File: src/ipdcfg_consts.svh
`ifndef IPDCFG_CONSTS_SVH
`define IPDCFG_CONSTS_SVH

// Register placement
`define IPDCFG_ADDR          8'h96
`define IPDCFG_RESET         16'h0000
`define IPDCFG_RD_UNMAPPED   16'h0000

// Decoded reset levels
`define IPDCFG_SKIP_RST      1'b1
`define IPDCFG_COEF_RST_Q    3'h1

// Field positions
`define IPDCFG_ANG_HI        15
`define IPDCFG_ANG_LO        14
`define IPDCFG_THR_HI        13
`define IPDCFG_THR_LO        10
`define IPDCFG_CLK_HI        9
`define IPDCFG_CLK_LO        8
`define IPDCFG_RSV_BIT       7
`define IPDCFG_COEF_HI       6
`define IPDCFG_COEF_LO       5
`define IPDCFG_DT_HI         4
`define IPDCFG_DT_LO         0

// Advance angle: (code + 1) x 30 degrees
`define IPDCFG_ANG_STEP_DEG  8'h1E

// Threshold in units of 0.1 A
`define IPDCFG_THR_SKIP      4'h0
`define IPDCFG_THR_LOW_CODE  4'h1
`define IPDCFG_THR_LOW_DA    6'h04
`define IPDCFG_THR_STEP_DA   6'h02
`define IPDCFG_THR_OFF_DA    6'h00

// Sense clock in Hz, resolution in 10 ns ticks (2.56 us at code 0)
`define IPDCFG_CLK_HZ_0      7'h0C
`define IPDCFG_CLK_HZ_1      7'h18
`define IPDCFG_CLK_HZ_2      7'h2F
`define IPDCFG_CLK_HZ_3      7'h5F
`define IPDCFG_RES_NS_0      2560
`define IPDCFG_RES_TICK_0    9'h100

// Dead time: (code + 1) x 40 ns, in system clock cycles
`define IPDCFG_CLK_PERIOD_NS 10
`define IPDCFG_DT_STEP_NS    40
`define IPDCFG_DT_STEP_CYC \
  ((`IPDCFG_DT_STEP_NS + `IPDCFG_CLK_PERIOD_NS - 1) / `IPDCFG_CLK_PERIOD_NS)

`endif

File: src/ipdcfg_pkg.sv
package ipdcfg_pkg;

  typedef logic [15:0] ipdcfg_word_t;
  typedef logic [1:0]  ipdcfg_sel2_t;
  typedef logic [3:0]  ipdcfg_thr_t;
  typedef logic [4:0]  ipdcfg_dt_t;

endpackage : ipdcfg_pkg

File: src/ipdcfg_field_if.sv
`timescale 1ns/10ps
interface ipdcfg_field_if;
  import ipdcfg_pkg::*;

  ipdcfg_sel2_t angle_sel;
  ipdcfg_thr_t  thr_code;
  ipdcfg_sel2_t clk_sel;
  ipdcfg_sel2_t coef_sel;
  ipdcfg_dt_t   dt_code;

  logic [7:0]   advance_deg;
  logic [5:0]   thr_deci_amp;
  logic         align_go_start;
  logic [6:0]   sense_hz;
  logic [8:0]   sense_res_tick;
  logic [2:0]   coef_quarters;
  logic [7:0]   dead_cycles;

  modport cfg (
    output angle_sel, thr_code, clk_sel, coef_sel, dt_code,
    input  advance_deg, thr_deci_amp, align_go_start, sense_hz,
           sense_res_tick, coef_quarters, dead_cycles
  );

  modport dec (
    input  angle_sel, thr_code, clk_sel, coef_sel, dt_code,
    output advance_deg, thr_deci_amp, align_go_start, sense_hz,
           sense_res_tick, coef_quarters, dead_cycles
  );
endinterface : ipdcfg_field_if

File: src/ipdcfg_reg.sv
`timescale 1ns/10ps
`include "ipdcfg_consts.svh"
// Functional notes
// - Register at address 0x96, all fields zero after reset.
// - Bits 15:14 pick advance angle 30, 60, 90 or 120 degrees.
// - Threshold code 0000 skips position sensing, align-and-go instead.
// - Code 0001 gives 0.4 A; codes 2 to 15 give 0.2 A x (n+1).
// - Bits 9:8 pick sense clock 12/24/47/95 Hz with matching resolution.
// - Bits 6:5 pick loop constant 0.25, 0.5, 0.75 or 1.
// - Bits 4:0 give dead time (n+1) x 40 ns, 40 ns to 1.28 us.
module ipdcfg_reg
  import ipdcfg_pkg::*;
#(
  parameter int ADDR_W = 8
) (
  input  wire logic              clock,            // System clock
  input  wire logic              rst,              // Synchronous reset
  input  wire logic [ADDR_W-1:0] reg_addr,         // Register address
  input  wire logic              reg_wr,           // Write strobe
  input  wire logic [15:0]       reg_wdata,        // Write data
  input  wire logic              reg_rd,           // Read strobe
  output logic [15:0]            reg_rdata,        // Read data
  output logic                   reg_rvalid,       // Read data valid
  output logic [1:0]             sense_advance_angle,     // Angle code
  output logic [3:0]             sense_current_threshold, // Threshold code
  output logic [1:0]             sense_clock_select,      // Clock code
  output logic [1:0]             loop_control_constant,   // Constant code
  output logic [4:0]             driver_dead_time,        // Dead time code
  output logic [7:0]             advance_deg,      // Angle in degrees
  output logic [5:0]             thr_deci_amp,     // Threshold, 0.1 A
  output logic                   align_go_start,   // Align-and-go start
  output logic [6:0]             sense_hz,         // Sense clock, Hz
  output logic [8:0]             sense_res_tick,   // Resolution, 10 ns
  output logic [2:0]             coef_quarters,    // Constant, quarters
  output logic [7:0]             dead_cycles       // Dead time, cycles
);

  if (ADDR_W < 8) begin : g_addr_chk
    $error("ipdcfg_reg: ADDR_W must be at least 8");
  end

  ipdcfg_field_if fif ();

  ipdcfg_sel2_t angle_ff;
  ipdcfg_thr_t  thr_ff;
  ipdcfg_sel2_t clk_ff;
  ipdcfg_sel2_t coef_ff;
  ipdcfg_dt_t   dt_ff;
  ipdcfg_word_t rdata_ff;
  logic         rvalid_ff;
  ipdcfg_word_t cur_word;
  logic         hit;

  assign hit = (reg_addr == ADDR_W'(`IPDCFG_ADDR));

  // Reserved bit held at zero whatever was written
  always_comb begin
    cur_word = `IPDCFG_RESET;
    cur_word[`IPDCFG_ANG_HI:`IPDCFG_ANG_LO]   = angle_ff;
    cur_word[`IPDCFG_THR_HI:`IPDCFG_THR_LO]   = thr_ff;
    cur_word[`IPDCFG_CLK_HI:`IPDCFG_CLK_LO]   = clk_ff;
    cur_word[`IPDCFG_RSV_BIT]                 = 1'b0;
    cur_word[`IPDCFG_COEF_HI:`IPDCFG_COEF_LO] = coef_ff;
    cur_word[`IPDCFG_DT_HI:`IPDCFG_DT_LO]     = dt_ff;
  end

  ipdcfg_word_t rst_word;
  assign rst_word = `IPDCFG_RESET;

  always_ff @(posedge clock) begin
    if (rst) begin
      angle_ff <= rst_word[`IPDCFG_ANG_HI:`IPDCFG_ANG_LO];
      thr_ff   <= rst_word[`IPDCFG_THR_HI:`IPDCFG_THR_LO];
      clk_ff   <= rst_word[`IPDCFG_CLK_HI:`IPDCFG_CLK_LO];
      coef_ff  <= rst_word[`IPDCFG_COEF_HI:`IPDCFG_COEF_LO];
      dt_ff    <= rst_word[`IPDCFG_DT_HI:`IPDCFG_DT_LO];
    end else if (reg_wr && hit) begin
      angle_ff <= reg_wdata[`IPDCFG_ANG_HI:`IPDCFG_ANG_LO];
      thr_ff   <= reg_wdata[`IPDCFG_THR_HI:`IPDCFG_THR_LO];
      clk_ff   <= reg_wdata[`IPDCFG_CLK_HI:`IPDCFG_CLK_LO];
      coef_ff  <= reg_wdata[`IPDCFG_COEF_HI:`IPDCFG_COEF_LO];
      dt_ff    <= reg_wdata[`IPDCFG_DT_HI:`IPDCFG_DT_LO];
    end
  end

  always_ff @(posedge clock) begin
    if (rst) begin
      rdata_ff  <= `IPDCFG_RD_UNMAPPED;
      rvalid_ff <= 1'b0;
    end else begin
      rvalid_ff <= reg_rd;
      // Read in a write cycle returns the old word
      if (reg_rd) begin
        rdata_ff <= hit ? cur_word : `IPDCFG_RD_UNMAPPED;
      end
    end
  end

  assign fif.angle_sel = angle_ff;
  assign fif.thr_code  = thr_ff;
  assign fif.clk_sel   = clk_ff;
  assign fif.coef_sel  = coef_ff;
  assign fif.dt_code   = dt_ff;

  ipdcfg_decode u_decode (
    .clock (clock),
    .rst   (rst),
    .f     (fif.dec)
  );

  assign reg_rdata               = rdata_ff;
  assign reg_rvalid              = rvalid_ff;
  assign sense_advance_angle     = angle_ff;
  assign sense_current_threshold = thr_ff;
  assign sense_clock_select      = clk_ff;
  assign loop_control_constant   = coef_ff;
  assign driver_dead_time        = dt_ff;
  assign advance_deg             = fif.advance_deg;
  assign thr_deci_amp            = fif.thr_deci_amp;
  assign align_go_start          = fif.align_go_start;
  assign sense_hz                = fif.sense_hz;
  assign sense_res_tick          = fif.sense_res_tick;
  assign coef_quarters           = fif.coef_quarters;
  assign dead_cycles             = fif.dead_cycles;

  // Checks
  a_reset_fields_zero: assert property (
    @(posedge clock) $past(rst) |->
      (cur_word == `IPDCFG_RESET) && (dead_cycles == 8'h04)
      && align_go_start && (advance_deg == 8'h1E))
    else $error("fields not zero after reset");

  a_write_takes_effect: assert property (
    @(posedge clock) disable iff (rst)
    (reg_wr && hit) |=> (cur_word == ($past(reg_wdata) & 16'hFF7F)))
    else $error("write to config register not stored");

  a_angle_decode: assert property (
    @(posedge clock) disable iff (rst)
    ##1 advance_deg == 8'(({6'h00, $past(angle_ff)} + 8'h01) * 8'h1E))
    else $error("advance angle decode wrong");

  a_skip_on_zero: assert property (
    @(posedge clock) disable iff (rst)
    (thr_ff == 4'h0) ##1 (thr_ff == 4'h0) |->
      align_go_start && (thr_deci_amp == 6'h00))
    else $error("zero threshold code does not skip sensing");

  a_threshold_decode: assert property (
    @(posedge clock) disable iff (rst)
    ($stable(thr_ff) && thr_ff != 4'h0) |=> !align_go_start
      && (thr_deci_amp == (($past(thr_ff) == 4'h1) ? 6'h04
        : 6'(({2'b00, $past(thr_ff)} + 6'h01) * 6'h02))))
    else $error("threshold decode wrong");

  a_sense_clock_pair: assert property (
    @(posedge clock) disable iff (rst)
    (clk_ff == 2'h3) ##1 (clk_ff == 2'h3) |->
      (sense_hz == 7'h5F) && (sense_res_tick == 9'h020))
    else $error("fastest sense clock pair wrong");

  a_sense_res_tie: assert property (
    @(posedge clock) disable iff (rst)
    ##1 (sense_res_tick == (9'h100 >> $past(clk_ff))))
    else $error("sense resolution decode wrong");

  a_reserved_reads_zero: assert property (
    @(posedge clock) disable iff (rst)
    reg_rvalid |-> !reg_rdata[`IPDCFG_RSV_BIT])
    else $error("reserved bit read back non-zero");

  a_read_returns_word: assert property (
    @(posedge clock) disable iff (rst)
    (reg_rd && hit && !reg_wr) |=> reg_rvalid
      && (reg_rdata == $past(cur_word)))
    else $error("read data does not match register");

  a_constant_decode: assert property (
    @(posedge clock) disable iff (rst)
    ##1 coef_quarters == 3'({1'b0, $past(coef_ff)} + 3'h1))
    else $error("loop constant decode wrong");

  a_dead_time_decode: assert property (
    @(posedge clock) disable iff (rst)
    ##1 dead_cycles == 8'(({3'h0, $past(dt_ff)} + 8'h01) * 8'h04))
    else $error("dead time decode wrong");

  c_write_hit: cover property (
    @(posedge clock) disable iff (rst) reg_wr && hit);

  c_read_miss: cover property (
    @(posedge clock) disable iff (rst) reg_rd && !hit);

  c_max_dead_time: cover property (
    @(posedge clock) disable iff (rst) dead_cycles == 8'h80);

  c_low_threshold: cover property (
    @(posedge clock) disable iff (rst) thr_deci_amp == 6'h04);

  c_read_write_same: cover property (
    @(posedge clock) disable iff (rst) reg_rd && reg_wr && hit);

  a_miss_write_kept: assert property (
    @(posedge clock) disable iff (rst)
    (reg_wr && !hit) |=> $stable(cur_word))
    else $error("write to other address changed register");

  a_miss_read_zero: assert property (
    @(posedge clock) disable iff (rst)
    (reg_rd && !hit) |=> reg_rvalid
      && (reg_rdata == `IPDCFG_RD_UNMAPPED))
    else $error("read of other address not zero");

  a_rvalid_pulse: assert property (
    @(posedge clock) disable iff (rst)
    reg_rvalid |-> $past(reg_rd))
    else $error("read valid without a read");

  a_rdata_holds: assert property (
    @(posedge clock) disable iff (rst)
    !reg_rd |=> $stable(reg_rdata))
    else $error("read data changed without a read");

endmodule : ipdcfg_reg

File: src/ipdcfg_decode.sv
`timescale 1ns/10ps
`include "ipdcfg_consts.svh"
module ipdcfg_decode
  import ipdcfg_pkg::*;
(
  input  wire logic clock, // System clock
  input  wire logic rst,   // Synchronous reset, high
  ipdcfg_field_if.dec f    // Raw fields in, decoded values out
);

  always_ff @(posedge clock) begin
    if (rst) begin
      f.advance_deg <= `IPDCFG_ANG_STEP_DEG;
    end else begin
      f.advance_deg <= 8'(({6'h00, f.angle_sel} + 8'h01)
                         * `IPDCFG_ANG_STEP_DEG);
    end
  end

  always_ff @(posedge clock) begin
    if (rst) begin
      f.align_go_start <= `IPDCFG_SKIP_RST;
      f.thr_deci_amp <= `IPDCFG_THR_OFF_DA;
    end else begin
      f.align_go_start <= (f.thr_code == `IPDCFG_THR_SKIP);
      if (f.thr_code == `IPDCFG_THR_SKIP) begin
        f.thr_deci_amp <= `IPDCFG_THR_OFF_DA;
      end else if (f.thr_code == `IPDCFG_THR_LOW_CODE) begin
        f.thr_deci_amp <= `IPDCFG_THR_LOW_DA;
      end else begin
        f.thr_deci_amp <= 6'(({2'b00, f.thr_code} + 6'h01)
                             * `IPDCFG_THR_STEP_DA);
      end
    end
  end

  always_ff @(posedge clock) begin
    if (rst) begin
      f.sense_hz       <= `IPDCFG_CLK_HZ_0;
      f.sense_res_tick <= `IPDCFG_RES_TICK_0;
    end else begin
      case (f.clk_sel)
        2'h0: f.sense_hz <= `IPDCFG_CLK_HZ_0;
        2'h1: f.sense_hz <= `IPDCFG_CLK_HZ_1;
        2'h2: f.sense_hz <= `IPDCFG_CLK_HZ_2;
        2'h3: f.sense_hz <= `IPDCFG_CLK_HZ_3;
        default: f.sense_hz <= `IPDCFG_CLK_HZ_0;
      endcase
      f.sense_res_tick <= `IPDCFG_RES_TICK_0 >> f.clk_sel;
    end
  end

  always_ff @(posedge clock) begin
    if (rst) begin
      f.coef_quarters <= `IPDCFG_COEF_RST_Q;
      f.dead_cycles   <= 8'(`IPDCFG_DT_STEP_CYC);
    end else begin
      f.coef_quarters <= 3'({1'b0, f.coef_sel} + 3'h1);
      f.dead_cycles   <= 8'(({3'h0, f.dt_code} + 8'h01)
                           * 8'(`IPDCFG_DT_STEP_CYC));
    end
  end

endmodule : ipdcfg_decode

File: config.mk
export PLATFORM = sky130hd
export DESIGN_NAME = ipdcfg_reg
export DESIGN_NICKNAME = d
export VERILOG_FILES = /design/src/ipdcfg_pkg.sv /design/src/ipdcfg_field_if.sv /design/src/ipdcfg_reg.sv /design/src/ipdcfg_decode.sv
export VERILOG_INCLUDE_DIRS = /design/src /design/src/src
export SDC_FILE = /design/constraint.sdc
export NUM_CORES = 1
export LEC_CHECK = 0
export ABC_AREA = 1
export BUFFER_PORTS_ARGS = -buffer_cell sky130_fd_sc_hd__buf_2
export CELL_PAD_IN_SITES_DETAIL_PLACEMENT = 1
export CELL_PAD_IN_SITES_GLOBAL_PLACEMENT = 1
export CORE_UTILIZATION = 34
export DETAILED_ROUTE_END_ITERATION = 10
export PLACE_DENSITY = 0.91
export SLEW_MARGIN = 20
export SYNTH_ARGS = -nofsm -noshare
export SYNTH_HDL_FRONTEND = slang
export SYNTH_HIERARCHICAL = 1
export SYNTH_SLANG_ARGS = --single-unit
File: constraint.sdc
create_clock -name clock -period 2.3 [get_ports clock]
set_clock_uncertainty 0.15 [all_clocks]
set_input_delay 0.46 -clock clock [delete_from_list [all_inputs] [get_ports clock]]
set_output_delay 0.46 -clock clock [all_outputs]
set_load 0.01 [all_outputs]
==> results.ini <==
[logic_synthesis]
syn-instance-count=381
yosysSeqAreaShare=0.448
synth.distinct_cells=25
synth_seq_cells=62
yosys_warnings=6
syn_area_um2=2770
synth.avg_cell_area_um2=7.27

[outcome]
status=finished, final reports clean

[timing]
rsz0062_at_grt=false
slew_viol_final=0
hold_viol=0
whs_ns=0.291
setup-violations-final=0
tns_ns=0
fin_crit_ns=2.00
fmax_mhz=500
finalCritPeriodShare=0.869

[finish]
areaGrowthSynthToFinish_pct=24.2
final_common_cell=nand2_1
fin_area_um2=3440
final_cell_mix=nand2_1 (93), buf_2 (89), inv_1 (88)
n_antenna_cell=0
fin_nets=508
drive_gt1_frac=0.255

[clock_tree]
clkSinkCount=62
cts_resized=0
clockBufferDepth=2
insertion_delay_ns=0.34
cts_tree=done
cts_inserted_buffers=9
htree_levels=3
cts_setup_buffers=0
cts_root_buf=clkbuf_8
holdBufCountCts=0
clk_pin_slew_ns=0.07

[placed_design]
dpl.hpwl_um=5230
gp_congestion=0.728
placed_area_um2=3220
numPortBuffers=89

[setup_path]
start_kind=flop
slowest_stage=dfxtp_1
crit_arrival_ns=2.12
slowest_delay_ns=0.48
cp_cell_sequence=ha_1 > ha_1 > inv_1 > fa_1 > inv_1 > o21ai_0 > a21oi_1
worstSetupPathType=reg2reg
worst-path-max-fanout=8
crit_required_ns=2.42
endpoint_kind=flop

[global_routing]
grt_max_degree=21
first_global_vias=2408
grtUsageMet3=0.0448
grt_remaining_overflow=0
met1_usage=0.198
gr-usage-met2=0.303
grt-busiest-layer=met2
antenna_found_initial=0
grt_usage=0.174
grt_pass1_wl_um=11300

[routing]
vias=2426
drc=0
wl_um=6900
first_pass_iters=4
drt_iter0_markers=53
antenna_left=0
avgViaCountPerCell=4.23
wl_per_cell_um=12.0

[worst_hold_path]
hold_class=in2reg

[floorplan]
die_height_um=92.3
die_area_um2=8510
rows=32
core_um2=7810
initial_core_util=0.355
io_pins=102
die_w_um=92.3

[run]
maxCapViolations=0

[power_and_ir_drop]
powerDensity_nw_per_um2=648
fin_total_pwr_w=0.00223
ir_drop_uv=266
leakage_nw=1.87

## synth_stat cells
cell type  count  area share
inv_2          2      0.0027
nand4_1        2      0.0045
nor2_4         2      0.0081
buf_4         16       0.043
nand2_2        4      0.0090
o21ai_0        3      0.0054
fa_1           1      0.0072
or2_1          1      0.0023
nand3_4        1      0.0063
clkbuf_2       2      0.0036
nor2_1        36       0.049
nor2_2         3      0.0068
dfxtp_1       62        0.45
buf_2          4      0.0072
xnor2_1        3      0.0095
nand3_1       20       0.036
buf_6          2      0.0081
conb_1         3      0.0041
clkbuf_1       1      0.0014
a21oi_1       18       0.033
inv_1         88        0.12
nand3_2        1      0.0036
nor3_1         1      0.0018
nand2_1       93        0.13
ha_1          12       0.054
## through the flow
stage                     setup slack, ns   util  instances
after global routing                0.120  0.441        573
after detailed placement            0.308  0.412        558
after global placement              0.412  0.412        558
after CTS                           0.267  0.441        573
final                               0.301  0.441        573
after floorplan                     0.349      -        389
## per-layer routing
layer | wire length, um | share of wire | up-vias
li1 | - | - | 1245
met1 | 2960 | 0.43 | 1091
met2 | 3490 | 0.51 | 80
met3 | 303 | 0.044 | 10
met4 | 144 | 0.021 | 0
met5 | 0 | 0 | -
## path summary, 6_finish.rpt
path,depth (start not counted),to,slack (ns),startpoint
setup / recovery,7,u_decode/f.advance_deg[7]$_SDFF_PP0_,0.30,sense_advance_angle[1]$_SDFFE_PP0P_
hold / removal,5,sense_clock_select[0]$_SDFFE_PP0P_,0.29,reg_wdata[8]
setup reg to reg,7,u_decode/f.advance_deg[7]$_SDFF_PP0_,0.30,sense_advance_angle[1]$_SDFFE_PP0P_
hold reg to reg,2,reg_rdata[6]$_SDFFE_PP0P_,0.32,reg_rdata[6]$_SDFFE_PP0P_
## sequential cells by signal, indices dropped and copies added, names as in the netlist
register,cells
u_decode/f.thr_deci_amp,5
sense_current_threshold,4
u_decode/f.sense_hz,5
reg_rdata,15
u_decode/f.sense_res_tick,4
sense_clock_select,2
driver_dead_time,5
sense_advance_angle,2
u_decode/f.advance_deg,7
u_decode/f.dead_cycles,6
reg_rvalid,1
u_decode/f.align_go_start,1
u_decode/f.coef_quarters,3
loop_control_constant,2
## cell type report
type | instances | area (um^2)
Clock buffer | 11 | 151
Sequential cell | 62 | 1240
Multi-Input combinational cell | 212 | 1040
Tap cell | 102 | 128
Timing Repair Buffer | 92 | 468
Fill cell | 1048 | 4370
Inverter | 90 | 338
Clock inverter | 4 | 70.1
## where the power goes
group / internal (W) / switching (W)
combinational: 0.0000293 / 0.0000608
sequential: 0.00108 / 0.00000162
clock: 0.000659 / 0.000403
## worst max-delay path, delay by kind of cell, from the launching register on
| family | cells | cell delay [ns] |
|---|---|---|
| fa+ha+maj | 3 | 0.97 |
| flops | 1 | 0.48 |
| compound gates | 2 | 0.20 |
| buf+inv | 2 | 0.13 |
## cells by family after synthesis
family	count (synthesis)	synth area share
XOR/XNOR	3	0.00949
AND/OR/NAND/NOR	164	0.253
flip-flops	62	0.448
adder cells (fa/ha/maj)	13	0.0614
AO/OA/AOI/OAI	21	0.0379
buffers and inverters	115	0.186
other	3	0.00406
(Power assumes the default switching activity.)
